--- src/adcps_pkg.sv ---
// Package for the converter power-mode sequencer: constants, types and decode helpers.
// Function
// - Leaving reset with shutdown not low: internal clock mode, strobe high.
// - With strobe high and select low, the first 1 on data in starts a byte.
// - Data out shifts only zeros until a first conversion has happened.
// - Floating shutdown pin selects external compensation, full 2MHz serial clock.
// - High shutdown pin selects internal compensation; host keeps 2MHz or 400kHz limits.
// - Power-mode bits pick full or fast power-down; no conversions there.
// - Low shutdown pin forces complete shutdown, overriding the power-mode bits.
// - Software power-down waits for the running conversion to finish first.
// - In internal clock mode the serial port stays active during power-down.
// - A start bit during software power-down powers the converter up.
// - Upper power bit 1 keeps power; both 0 powers down after one conversion.
// - Shutdown going low aborts a running conversion at once.
// - Internal conversion clock runs at 1.8MHz with the shutdown pin floating.
// - Internal conversion clock runs at 225kHz with the shutdown pin high.
// - Power bits: 00 full down, 01 fast down, 10 internal, 11 external clock.
// - Conversion begins on the serial clock fall after the eighth control bit.
package adcps_pkg;
    localparam int unsigned SYS_CLK_HZ    = 125_000_000;
    localparam int unsigned CONV_FAST_HZ  = 1_800_000;
    localparam int unsigned CONV_SLOW_HZ  = 225_000;
    localparam logic [9:0]  DIV_FAST      = 10'(SYS_CLK_HZ / CONV_FAST_HZ);
    localparam logic [9:0]  DIV_SLOW      = 10'(SYS_CLK_HZ / CONV_SLOW_HZ);
    localparam int unsigned RESET_TIME_NS = 10_000;
    localparam logic [10:0] RESET_CYCLES  =
        11'((RESET_TIME_NS * (SYS_CLK_HZ / 1_000_000) + 999) / 1000);
    localparam logic [3:0]  CTRL_BITS     = 4'h8;
    localparam logic [3:0]  CONV_STEPS    = 4'hC;
    localparam logic [4:0]  PIN_RST       = 5'h0A;
    localparam logic [11:0] SAMPLE_RST    = 12'h000;
    localparam logic [31:0] ADDR_CTRL     = 32'h0000_0000;
    localparam logic [31:0] ADDR_STATUS   = 32'h0000_0004;
    localparam logic [31:0] ADDR_RESULT   = 32'h0000_0008;
    localparam logic [1:0]  RESP_OKAY     = 2'h0;
    localparam logic [1:0]  RESP_SLVERR   = 2'h2;
    localparam logic [1:0]  SEL_CTRL      = 2'h0;
    localparam logic [1:0]  SEL_STATUS    = 2'h1;
    localparam logic [1:0]  SEL_RESULT    = 2'h2;
    localparam logic [1:0]  SEL_NONE      = 2'h3;

    typedef enum logic [2:0] {
        ST_HWPD  = 3'b000,
        ST_IDLE  = 3'b001,
        ST_SHIFT = 3'b010,
        ST_CONV  = 3'b011,
        ST_SWPD  = 3'b100
    } adcps_state_t;

    typedef struct packed {
        logic       reset_busy;
        logic       converted;
        logic       comp_external;
        logic       clk_external;
        logic       fast_power_down;
        logic [2:0] state;
    } adcps_status_t;

    // Upper power-mode bit set means the converter stays powered.
    function automatic logic pd_keeps_power(input logic [1:0] pd);
        return pd[1];
    endfunction

    // Word decode of an AXI byte address onto the register select.
    function automatic logic [1:0] reg_select(input logic [31:0] addr);
        logic [1:0] sel;
        sel = SEL_NONE;
        if (addr[31:2] == ADDR_CTRL[31:2]) sel = SEL_CTRL;
        if (addr[31:2] == ADDR_STATUS[31:2]) sel = SEL_STATUS;
        if (addr[31:2] == ADDR_RESULT[31:2]) sel = SEL_RESULT;
        return sel;
    endfunction
endpackage

--- src/adcps_sequencer.sv ---
// Power-mode and startup sequencer of the serial converter, with its AXI4-Lite registers.
`timescale 1ns/1ps
module adcps_sequencer (
    // Clock and reset.
    input  logic                    sys_clk_in,
    input  logic                    resetn_in,
    // AXI4-Lite write channels.
    input  logic [31:0]             s_axi_awaddr_in,
    input  logic                    s_axi_awvalid_in,
    output logic                    s_axi_awready_out,
    input  logic [31:0]             s_axi_wdata_in,
    input  logic [3:0]              s_axi_wstrb_in,
    input  logic                    s_axi_wvalid_in,
    output logic                    s_axi_wready_out,
    output logic [1:0]              s_axi_bresp_out,
    output logic                    s_axi_bvalid_out,
    input  logic                    s_axi_bready_in,
    // AXI4-Lite read channels.
    input  logic [31:0]             s_axi_araddr_in,
    input  logic                    s_axi_arvalid_in,
    output logic                    s_axi_arready_out,
    output logic [31:0]             s_axi_rdata_out,
    output logic [1:0]              s_axi_rresp_out,
    output logic                    s_axi_rvalid_out,
    input  logic                    s_axi_rready_in,
    // Serial pins from the host.
    input  logic                    sclk_in,
    input  logic                    cs_n_in,
    input  logic                    din_in,
    output logic                    dout_out,
    output logic                    dout_oe_out,
    output logic                    conversion_strobe_out,
    output logic                    conversion_strobe_oe_out,
    // Shutdown pin, seen as a driven level plus a float detector.
    input  logic                    shutdown_pin_in,
    input  logic                    shutdown_float_in,
    // Registered status snapshot.
    output adcps_pkg::adcps_status_t status_out
);
    import adcps_pkg::*;

    logic [4:0]    pin_s1_reg;
    logic [4:0]    pin_s2_reg;
    logic          sclk_d_reg;
    logic          sclk_s;
    logic          cs_n_s;
    logic          din_s;
    logic          shutdown_pin_pin_s;
    logic          shutdown_pin_float_s;
    logic          sclk_rise;
    logic          sclk_fall;
    logic          shutdown_pin_low;
    adcps_state_t  state_reg;
    logic [3:0]    bitcnt_reg;
    logic [7:0]    ctrl_reg;
    logic          clk_ext_reg;
    logic          pd_after_reg;
    logic          fast_pd_reg;
    logic [3:0]    conv_cnt_reg;
    logic [9:0]    div_cnt_reg;
    logic [9:0]    div_lim;
    logic          conv_tick;
    logic          conv_step;
    logic          conv_start;
    logic          conv_ext;
    logic          conv_done;
    logic [11:0]   out_sr_reg;
    logic [11:0]   result_reg;
    logic          dout_reg;
    logic          converted_reg;
    logic          strobe_reg;
    logic          comp_ext_reg;
    logic [10:0]   rst_cnt_reg;
    logic [11:0]   sample_reg;
    adcps_status_t status_now;
    adcps_status_t status_reg;
    logic          aw_got_reg;
    logic          w_got_reg;
    logic [31:0]   awaddr_reg;
    logic [31:0]   wdata_reg;
    logic [3:0]    wstrb_reg;
    logic          bvalid_reg;
    logic [1:0]    bresp_reg;
    logic          rvalid_reg;
    logic [31:0]   rdata_reg;
    logic [1:0]    rresp_reg;
    logic          wr_fire;

    // Every host pin crosses two flops; only the second stage is read.
    always_ff @(posedge sys_clk_in) begin
        if (!resetn_in) begin
            pin_s1_reg <= PIN_RST;
            pin_s2_reg <= PIN_RST;
            sclk_d_reg <= 1'b0;
        end else begin
            pin_s1_reg <= {shutdown_float_in, shutdown_pin_in, din_in, cs_n_in, sclk_in};
            pin_s2_reg <= pin_s1_reg;
            sclk_d_reg <= pin_s2_reg[0];
        end
    end

    // Synchronised pin levels and serial clock edges.
    assign sclk_s       = pin_s2_reg[0];
    assign cs_n_s       = pin_s2_reg[1];
    assign din_s        = pin_s2_reg[2];
    assign shutdown_pin_pin_s   = pin_s2_reg[3];
    assign shutdown_pin_float_s = pin_s2_reg[4];
    assign sclk_rise    = sclk_s && !sclk_d_reg;
    assign sclk_fall    = !sclk_s && sclk_d_reg;
    assign shutdown_pin_low     = !shutdown_pin_pin_s && !shutdown_pin_float_s;

    // Conversion start, its clock mode, and its completion.
    assign conv_start = (state_reg == ST_SHIFT) && (bitcnt_reg == CTRL_BITS)
                        && sclk_fall && !cs_n_s && !shutdown_pin_low;
    assign conv_ext   = pd_keeps_power(ctrl_reg[1:0]) ? ctrl_reg[0] : clk_ext_reg;
    assign conv_step  = clk_ext_reg ? sclk_fall : conv_tick;
    assign conv_done  = (state_reg == ST_CONV) && conv_step && !shutdown_pin_low
                        && (conv_cnt_reg == CONV_STEPS - 4'h1);

    // Power and framing state machine; a low shutdown pin beats everything.
    always_ff @(posedge sys_clk_in) begin
        if (!resetn_in) begin
            state_reg    <= ST_IDLE;
            bitcnt_reg   <= 4'h0;
            ctrl_reg     <= 8'h00;
            clk_ext_reg  <= 1'b0;
            pd_after_reg <= 1'b0;
            fast_pd_reg  <= 1'b0;
            conv_cnt_reg <= 4'h0;
        end else if (shutdown_pin_low) begin
            state_reg    <= ST_HWPD;
            bitcnt_reg   <= 4'h0;
            conv_cnt_reg <= 4'h0;
        end else begin
            unique case (state_reg)
                ST_HWPD: begin
                    state_reg   <= ST_IDLE;
                    clk_ext_reg <= 1'b0;
                end
                ST_IDLE, ST_SWPD: begin
                    if (!cs_n_s && sclk_rise && din_s) begin
                        state_reg  <= ST_SHIFT;
                        ctrl_reg   <= 8'h01;
                        bitcnt_reg <= 4'h1;
                    end
                end
                ST_SHIFT: begin
                    if (cs_n_s) begin
                        state_reg  <= ST_IDLE;
                        bitcnt_reg <= 4'h0;
                    end else if (sclk_rise && bitcnt_reg != CTRL_BITS) begin
                        ctrl_reg   <= {ctrl_reg[6:0], din_s};
                        bitcnt_reg <= bitcnt_reg + 4'h1;
                    end else if (conv_start) begin
                        state_reg    <= ST_CONV;
                        bitcnt_reg   <= 4'h0;
                        conv_cnt_reg <= 4'h0;
                        clk_ext_reg  <= conv_ext;
                        pd_after_reg <= !ctrl_reg[1];
                        fast_pd_reg  <= ctrl_reg[0];
                    end
                end
                ST_CONV: begin
                    if (conv_done) begin
                        // Power-down only after the last step.
                        state_reg    <= pd_after_reg ? ST_SWPD : ST_IDLE;
                        conv_cnt_reg <= 4'h0;
                    end else if (conv_step) begin
                        conv_cnt_reg <= conv_cnt_reg + 4'h1;
                    end
                end
            endcase
        end
    end

    // Internal conversion clock rate follows the shutdown pin state.
    assign div_lim   = shutdown_pin_float_s ? DIV_FAST : DIV_SLOW;
    assign conv_tick = (state_reg == ST_CONV) && !clk_ext_reg
                       && (div_cnt_reg == div_lim - 10'h001);

    // Divider runs only during an internal-clock conversion, saving power elsewhere.
    always_ff @(posedge sys_clk_in) begin
        if (!resetn_in) begin
            div_cnt_reg <= 10'h000;
        end else if (state_reg != ST_CONV || clk_ext_reg || conv_tick) begin
            div_cnt_reg <= 10'h000;
        end else begin
            div_cnt_reg <= div_cnt_reg + 10'h001;
        end
    end

    // Result shifting; the port keeps working in software power-down.
    always_ff @(posedge sys_clk_in) begin
        if (!resetn_in) begin
            out_sr_reg    <= 12'h000;
            result_reg    <= 12'h000;
            dout_reg      <= 1'b0;
            converted_reg <= 1'b0;
        end else begin
            if ((conv_start && conv_ext) || (conv_done && !clk_ext_reg)) begin
                out_sr_reg    <= sample_reg;
                result_reg    <= sample_reg;
                converted_reg <= 1'b1;
            end else if (sclk_fall && !cs_n_s) begin
                out_sr_reg <= {out_sr_reg[10:0], 1'b0};
            end
            if (sclk_fall && !cs_n_s) begin
                dout_reg <= converted_reg ? out_sr_reg[11] : 1'b0;
            end
        end
    end

    // Strobe: low while converting internally, one serial period high externally.
    always_ff @(posedge sys_clk_in) begin
        if (!resetn_in) begin
            strobe_reg <= 1'b1;
        end else if (shutdown_pin_low) begin
            strobe_reg <= 1'b0;
        end else if (state_reg == ST_HWPD) begin
            strobe_reg <= 1'b1;
        end else if (conv_start) begin
            strobe_reg <= conv_ext;
        end else if (conv_done && !clk_ext_reg) begin
            strobe_reg <= 1'b1;
        end else if (clk_ext_reg && sclk_fall) begin
            strobe_reg <= 1'b0;
        end
    end

    // Compensation choice and the internal reset interval after power returns.
    always_ff @(posedge sys_clk_in) begin
        if (!resetn_in) begin
            comp_ext_reg <= 1'b0;
            rst_cnt_reg  <= 11'h000;
        end else begin
            comp_ext_reg <= shutdown_pin_float_s;
            if (state_reg == ST_HWPD) begin
                rst_cnt_reg <= 11'h000;
            end else if (rst_cnt_reg != RESET_CYCLES) begin
                rst_cnt_reg <= rst_cnt_reg + 11'h001;
            end
        end
    end

    // Pin drivers; the strobe floats with select high only in external mode.
    assign dout_out                 = dout_reg;
    assign dout_oe_out              = !cs_n_s;
    assign conversion_strobe_out    = strobe_reg;
    assign conversion_strobe_oe_out = clk_ext_reg ? !cs_n_s : 1'b1;

    // Status snapshot, registered for the port and the bus.
    assign status_now = '{reset_busy: rst_cnt_reg != RESET_CYCLES,
                          converted: converted_reg,
                          comp_external: comp_ext_reg,
                          clk_external: clk_ext_reg,
                          fast_power_down: fast_pd_reg,
                          state: state_reg};

    always_ff @(posedge sys_clk_in) begin
        if (!resetn_in) begin
            status_reg <= '0;
        end else begin
            status_reg <= status_now;
        end
    end
    assign status_out = status_reg;

    // Write address and data may arrive in either order; hold each until both are in.
    assign s_axi_awready_out = !aw_got_reg && !bvalid_reg;
    assign s_axi_wready_out  = !w_got_reg && !bvalid_reg;
    assign wr_fire           = aw_got_reg && w_got_reg;

    always_ff @(posedge sys_clk_in) begin
        if (!resetn_in) begin
            aw_got_reg <= 1'b0;
            w_got_reg  <= 1'b0;
            awaddr_reg <= 32'h0000_0000;
            wdata_reg  <= 32'h0000_0000;
            wstrb_reg  <= 4'h0;
            bvalid_reg <= 1'b0;
            bresp_reg  <= RESP_OKAY;
        end else begin
            if (s_axi_awvalid_in && s_axi_awready_out) begin
                aw_got_reg <= 1'b1;
                awaddr_reg <= s_axi_awaddr_in;
            end
            if (s_axi_wvalid_in && s_axi_wready_out) begin
                w_got_reg <= 1'b1;
                wdata_reg <= s_axi_wdata_in;
                wstrb_reg <= s_axi_wstrb_in;
            end
            if (wr_fire) begin
                aw_got_reg <= 1'b0;
                w_got_reg  <= 1'b0;
                bvalid_reg <= 1'b1;
                bresp_reg  <= (reg_select(awaddr_reg) == SEL_NONE) ? RESP_SLVERR : RESP_OKAY;
            end else if (bvalid_reg && s_axi_bready_in) begin
                bvalid_reg <= 1'b0;
            end
        end
    end
    assign s_axi_bvalid_out = bvalid_reg;
    assign s_axi_bresp_out  = bresp_reg;

    // Sample word that the next conversion returns; byte lanes honoured.
    always_ff @(posedge sys_clk_in) begin
        if (!resetn_in) begin
            sample_reg <= SAMPLE_RST;
        end else if (wr_fire && reg_select(awaddr_reg) == SEL_CTRL) begin
            if (wstrb_reg[0]) sample_reg[7:0] <= wdata_reg[7:0];
            if (wstrb_reg[1]) sample_reg[11:8] <= wdata_reg[11:8];
        end
    end

    // Read channel answers one cycle after the address is taken.
    assign s_axi_arready_out = !rvalid_reg;

    always_ff @(posedge sys_clk_in) begin
        if (!resetn_in) begin
            rvalid_reg <= 1'b0;
            rdata_reg  <= 32'h0000_0000;
            rresp_reg  <= RESP_OKAY;
        end else if (s_axi_arvalid_in && s_axi_arready_out) begin
            rvalid_reg <= 1'b1;
            rresp_reg  <= RESP_OKAY;
            unique case (reg_select(s_axi_araddr_in))
                SEL_CTRL:   rdata_reg <= {20'h0_0000, sample_reg};
                SEL_STATUS: rdata_reg <= {24'h00_0000, status_reg};
                SEL_RESULT: rdata_reg <= {20'h0_0000, result_reg};
                SEL_NONE: begin
                    rdata_reg <= 32'h0000_0000;
                    rresp_reg <= RESP_SLVERR;
                end
            endcase
        end else if (rvalid_reg && s_axi_rready_in) begin
            rvalid_reg <= 1'b0;
        end
    end
    assign s_axi_rvalid_out = rvalid_reg;
    assign s_axi_rdata_out  = rdata_reg;
    assign s_axi_rresp_out  = rresp_reg;
endmodule

--- config.mk ---
export PLATFORM = sky130hd
export DESIGN_NAME = adcps_sequencer
export DESIGN_NICKNAME = d
export VERILOG_FILES = /design/src/adcps_pkg.sv /design/src/adcps_sequencer.sv
export SDC_FILE = /design/constraint.sdc
export NUM_CORES = 1
export LEC_CHECK = 0
export BUFFER_PORTS_ARGS = -buffer_cell sky130_fd_sc_hd__buf_2
export CAP_MARGIN = 10
export CORE_ASPECT_RATIO = 0.8
export CORE_MARGIN = 2
export CORE_UTILIZATION = 35
export CTS_BUF_LIST = sky130_fd_sc_hd__clkbuf_4
export CTS_CLUSTER_SIZE = 28
export DETAILED_ROUTE_END_ITERATION = 8
export SKIP_LAST_GASP = 1
export SLEW_MARGIN = 15
export SYNTH_ARGS = -nofsm -noshare
export SYNTH_HDL_FRONTEND = slang
export SYNTH_SLANG_ARGS = --single-unit
export TNS_END_PERCENT = 20
--- constraint.sdc ---
create_clock -name sys_clk_in -period 4.27 [get_ports sys_clk_in]
set_clock_uncertainty 0.1 [all_clocks]
set_input_delay 0.6405 -clock sys_clk_in [delete_from_list [all_inputs] [get_ports sys_clk_in]]
set_output_delay 0.6405 -clock sys_clk_in [all_outputs]
set_load 0.01 [all_outputs]
After elaboration in Yosys (flattened, before gate mapping)
Index checks and enable logic that the tools add are counted.
Word-level totals
  bits in registers: 182
Operators by class
  add/sub/neg operators: 5
  equality and inequality tests: 32
  multiplexer cells: 56
  bitwise operators: 4
  reductions and logical operators: 69
Operator list (count)
  $pmux W32 S4: 1
  $eq A30 B1 Y1 const B: 2
  $eq A30 B2 Y1 const B: 2
  $logic_not A30 Y1: 2
  $mux W2: 16
  $mux W4: 8
  $logic_and A1 B1 Y1: 28
  $mux W12: 2
  $reduce_and A5 Y1: 4
  $mux W3: 6
  $mux W1: 17
  $pmux W4 S2: 2
  $ne A3 B3 Y1 const B: 5
  $logic_not A1 Y1: 12
  $ne A4 B4 Y1 const B: 3
  $pmux W3 S4: 1
  $reduce_bool A2 Y1: 6
  $add A11 B1 Y11 const B: 1
  $ne A11 B11 Y1 const B: 1
  $add A10 B1 Y10 const B: 1
  $eq A10 B10 Y1: 1
  $mux W10: 1
  $ne A2 B2 Y1 const B: 5
  $reduce_or A2 Y1: 5
  other kinds (21): 34

Longest topological paths before layout
  word-level depth: 13
  depth in mapped cells: 9
  depth with buffers taken out: 7

Least setup slack after synthesis
Ideal clock, no wire load.
  path type: flip-flop to flip-flop
  start point: reg state_reg[2]
  end point: reg out_sr_reg[4]
  arrival: 1.810 ns
  required time: 4.045 ns
  slack: 2.235 ns
  cell stages (with the launch flop): 9
  period minus slack after synthesis: 2.035 ns
  cells stage by stage: dfxtp_1 > buf_2 > or3b_2 > buf_2 > nor4_4 > nand2_2 > o211ai_1 > buf_2 > o22ai_1
On the way
  longest elaborated chain between the ends: 10
Ends and longest elaborated chain
  start: declaration: RTL line adcps_sequencer.sv:53  | adcps_state_t state_reg;
  start signal: assignment: RTL line adcps_sequencer.sv:166  | state_reg <= pd_after_reg ? ST_SWPD : ST_IDLE;
  $eq A3 B2 Y1: RTL line adcps_sequencer.sv:117, adcps_sequencer.sv:178
  $logic_and A1 B1 Y1: RTL line adcps_sequencer.sv:178  | assign conv_tick = (state_reg == ST_CONV) && !clk_ext_reg
  $logic_and A1 B1 Y1: RTL line adcps_sequencer.sv:179  | && (div_cnt_reg == div_lim - 10'h001);
  $mux W1: RTL line adcps_sequencer.sv:116  | assign conv_step = clk_ext_reg ? sclk_fall : conv_tick;
  $logic_and A1 B1 Y1 (2 in a row): RTL line adcps_sequencer.sv:117  | assign conv_done = (state_reg == ST_CONV) && conv_step && !shutdown_pin_low
  $logic_and A1 B1 Y1: RTL line adcps_sequencer.sv:118  | && (conv_cnt_reg == CONV_STEPS - 4'h1);
  $logic_and A1 B1 Y1: RTL line adcps_sequencer.sv:200  | if ((conv_start && conv_ext) || (conv_done && !clk_ext_reg)) begin
  $logic_or A1 B1 Y1 (*): RTL line adcps_sequencer.sv:200
  $mux W12 or $reduce_bool A2 Y1 (tied branches)
  end signal: assignment: RTL line adcps_sequencer.sv:201  | out_sr_reg <= sample_reg;
  end signal: assignment: RTL line adcps_sequencer.sv:205  | out_sr_reg <= {out_sr_reg[10:0], 1'b0};
  end: declaration: RTL line adcps_sequencer.sv:67  | logic [11:0] out_sr_reg;
Mark *: on every way between the ends. The rest lies on a longest branch, timed or not.
A chain may end at the register's enable or synchronous reset.

Worst setup path after layout
  start point: reg div_cnt_reg[6]
  end point: reg out_sr_reg[10]
On the way
  longest elaborated chain between the ends: 9
Ends and longest elaborated chain
  start: declaration: RTL line adcps_sequencer.sv:60  | logic [9:0] div_cnt_reg;
  start signal: assignment: RTL line adcps_sequencer.sv:188  | div_cnt_reg <= div_cnt_reg + 10'h001;
  $eq A10 B10 Y1 (*): RTL line adcps_sequencer.sv:179
  $logic_and A1 B1 Y1 (*): RTL line adcps_sequencer.sv:179
  $mux W1 (*): RTL line adcps_sequencer.sv:116
  $logic_and A1 B1 Y1 (*) (2 in a row): RTL line adcps_sequencer.sv:117
  $logic_and A1 B1 Y1 (*): RTL line adcps_sequencer.sv:118
  $logic_and A1 B1 Y1 (*): RTL line adcps_sequencer.sv:200
  $logic_or A1 B1 Y1 (*): RTL line adcps_sequencer.sv:200
  $mux W12 or $reduce_bool A2 Y1 (tied branches)
Marks and branches as above.

==> flow_metrics.env <==
export IMPL_status="complete, no violations"
export IMPL_internal_power_w=0.002135
export IMPL_tightest_slew_ps=989.0
export IMPL_syn_avg_cell_area_sq_um=8.808
export IMPL_cp_endpoint="out_sr_reg[10]$_SDFFE_PN0P_"
export IMPL_power_frac_comb_pct=7.8
export IMPL_start_util_pct=35.44
export IMPL_fin_util_pct=40.82
export IMPL_p_leak_nw=3.066
export IMPL_p_seq_share_pct=54.7
export IMPL_ys_ff_latch=158
export IMPL_path_class="reg -> reg"
export IMPL_fp_dieW_microns=158.5
export IMPL_fmax_ghz=0.3640
export IMPL_worstSetupEndpointType="flip-flop"
export IMPL_layout_drive_gt1_share_pct=17.95
export IMPL_wl_per_cell_microns=13.27
export IMPL_ctsHoldBuffers=0
export IMPL_crit_fanout=25
export IMPL_ff2ff_setup_slack_ps=1520
export IMPL_slew_headroom_pct=33.91
export IMPL_power_density_mw_per_mm2=369.1
export IMPL_synth_edf_count=0
export IMPL_viasPerCell=4.727
export IMPL_netlist_area_sq_mm=0.006685
export IMPL_clockBufferDepth=2
export IMPL_min_period_ps=2747
export IMPL_postCtsResizedCells=0
export IMPL_ys_flop_type="dfxtp_1"
export IMPL_largest_reg_flops=30
export IMPL_post_route_period_util_pct=64.34
export IMPL_clk_latency_ps=550
export IMPL_whs_path_depth=2
export IMPL_hold_viol=0
export IMPL_track_usage_pct=15.23
export IMPL_antenna_found_initial=4
export IMPL_place_hpwl_microns=10830
export IMPL_cts_tree="done"
export IMPL_startpoint_type="flip-flop"
export IMPL_ys_warn_count=0
export IMPL_synthCells=759
export IMPL_setup_worst_path_start="div_cnt_reg[6]$_SDFF_PP0_"
export IMPL_gp_congestion=0.8241
export IMPL_clock_sinks=158
export IMPL_grt_pass1_vias=4916
export IMPL_setup_viol=0
export IMPL_num_fill_cells=1935
export IMPL_post_cts_buffers=0
export IMPL_port_buffers=116
export IMPL_worst_r2r_endpoint="out_sr_reg[10]$_SDFFE_PN0P_"
export IMPL_h_tree_depth=4
export IMPL_sw_frac_of_total_pct=24.85
export IMPL_ir_drop_uv=163.9
export IMPL_syn_to_final_growth_pct=15.16
export IMPL_first_pass_iters=5
export IMPL_critPathRequiredTime_ps=4570
export IMPL_drc=0
export IMPL_clockPowerShare_pct=37.5
export IMPL_power_switching_w=0.0007062
export IMPL_overflow=0
export IMPL_die_y_microns=127.6
export IMPL_grt_max_degree=64
export IMPL_clk_pin_slew_worst_paths_ps=130
export IMPL_synth_async_reset_ratio_pct=0
export IMPL_seq_area_frac_synth_pct=47.31
export IMPL_grt_pass1_wl_microns=24540
export IMPL_r2r_cells=5
export IMPL_dieArea_sq_mm=0.02023
export IMPL_arrival_ps=3050
export IMPL_drtIter0Drc=383
export IMPL_cap_violations=0
export IMPL_numCtsBuffers=17
export IMPL_drv_slew=0
export IMPL_rsz0062_at_grt="no"
export IMPL_holdCritPathClass="in -> reg"
export IMPL_ctsRootBufferMaster="clkbuf_4"
export IMPL_core_sq_mm=0.01886
export IMPL_num_io_pins=165
export IMPL_rows=45
export IMPL_setup_tns_ps=0
export IMPL_synth_cell_types=64
export IMPL_drt_wl_total_microns=14980
export IMPL_routed_via_count=5337
export IMPL_timing_rr_start="div_cnt_reg[6]$_SDFF_PP0_"
export IMPL_ant_nets=0
export IMPL_final_nets=974
-- power groups by stage --
stage / Combinational (W) / Clock, W / Sequential (W)
after floorplan: 0.000161 / 0 / 0.00158
after global placement: 0.000223 / 0 / 0.00159
after detailed placement: 0.000225 / 0 / 0.00159
after CTS: 0.000225 / 0.00110 / 0.00156
after global routing: 0.000255 / 0.00116 / 0.00156
final: 0.000222 / 0.00106 / 0.00156
-- worst min path at each step --
stage,from,to,slack [ps]
3_5_place_dp,pin_s1_reg[3]$_SDFF_PN1_,pin_s2_reg[3]$_SDFF_PN1_,290
2_1_floorplan,pin_s1_reg[1]$_SDFF_PN1_,pin_s2_reg[1]$_SDFF_PN1_,290
5_1_grt,shutdown_pin_in,pin_s1_reg[3]$_SDFF_PN1_,110
6_report,shutdown_pin_in,pin_s1_reg[3]$_SDFF_PN1_,170
3_3_place_gp,pin_s1_reg[3]$_SDFF_PN1_,pin_s2_reg[3]$_SDFF_PN1_,290
4_1_cts,shutdown_pin_in,pin_s1_reg[3]$_SDFF_PN1_,110
-- critical path, cell delays in order (launching register included) --
cell,delay (ps)
dfxtp_1,370
nor4b_1,150
and4b_1,220
o21ai_1,740
o21a_1,810
o22ai_1,210
-- metal layers --
metal / share of wire [%] / track usage (%) / vias up
met3: 7.4 / 4.851 / 16
met2: 39 / 21.53 / 176
met1: 52 / 21.83 / 2359
li1: - / - / 2780
met4: 0.81 / 5.087 / 6
met5: 0.27 / 0 / -
-- cell usage after synthesis, drive strengths merged (6+ instances only) --
| library cell | number | share of area (%) |
|---|---|---|
| o21ai | 29 | 2.2 |
| xnor2 | 9 | 1.2 |
| nand3 | 16 | 1.2 |
| dfxtp | 158 | 47 |
| clkbuf | 30 | 1.7 |
| ha | 6 | 1.1 |
| a21boi | 49 | 5.5 |
| nor2 | 38 | 2.1 |
| a21oi | 7 | 0.52 |
| and3 | 11 | 1.0 |
| nand2 | 151 | 8.5 |
| o22ai | 23 | 2.2 |
| nor4 | 17 | 1.9 |
| nor2b | 7 | 0.66 |
| o221ai | 9 | 1.2 |
| buf | 31 | 3.3 |
| mux2i | 32 | 4.8 |
| inv | 22 | 1.2 |
| and2 | 23 | 2.2 |
| nand4 | 6 | 0.56 |
| xor2 | 9 | 1.2 |
| nand2b | 13 | 1.2 |
-- per-stage QoR --
stage               power, W  cells  hold WS [ps]  cell area, sq um  worst slack (ps)
floorplan           0.001740    780         286.3              6764              2235
global placement    0.001811   1095         293.3              7348              1605
detailed placement  0.001813   1095         292.8              7348              1570
CTS                 0.002882   1127         108.7              7694              1518
global route        0.002980   1127         115.0              7694              1318
finish              0.002842   1129         165.5              7699              1523
-- cell families after synthesis --
family | count (synthesis) | synth area share, %
compound gates | 153 | 15.85
xor+xnor | 18 | 2.358
fa+ha+maj | 6 | 1.123
buf+inv | 84 | 6.289
flops | 158 | 47.31
mux | 32 | 4.791
other cells | 1 | 0.05609
simple gates | 307 | 22.22
-- cells in the final DEF (no fill, tap or decap), drive strengths merged, types with 3 or more instances in the layout --
cell type / instances
inv: 24
or4: 3
o211ai: 4
o22ai: 23
dfxtp: 158
clkinvlp: 4
clkbuf: 17
nor4: 17
nand2: 151
a21o: 4
o21a: 4
and3: 11
nand3b: 4
nand4: 6
a21boi: 49
nor3: 4
o221ai: 9
xor2: 9
nand2b: 13
clkinv: 5
o21ai: 29
ha: 6
mux2i: 32
a31oi: 4
xnor2: 9
a22oi: 4
nor2b: 7
and2: 23
buf: 118
a21oi: 7
conb: 22
bufinv: 5
nor2: 38
nand3: 16
-- area by class of cell --
type / count / area (sq um) / share of cell area, %
multi-input combinational: 538 / 3181 / 41.31
sequential: 158 / 3163 / 41.09
timing repair buffer: 118 / 595.6 / 7.736
tap: 258 / 322.8 / 4.193
clock inverter: 15 / 217.7 / 2.828
clock buffer: 17 / 127.6 / 1.658
inverter: 23 / 86.33 / 1.121
antenna: 2 / 5.005 / 0.06501
Power figures use the tool's default switching activity.
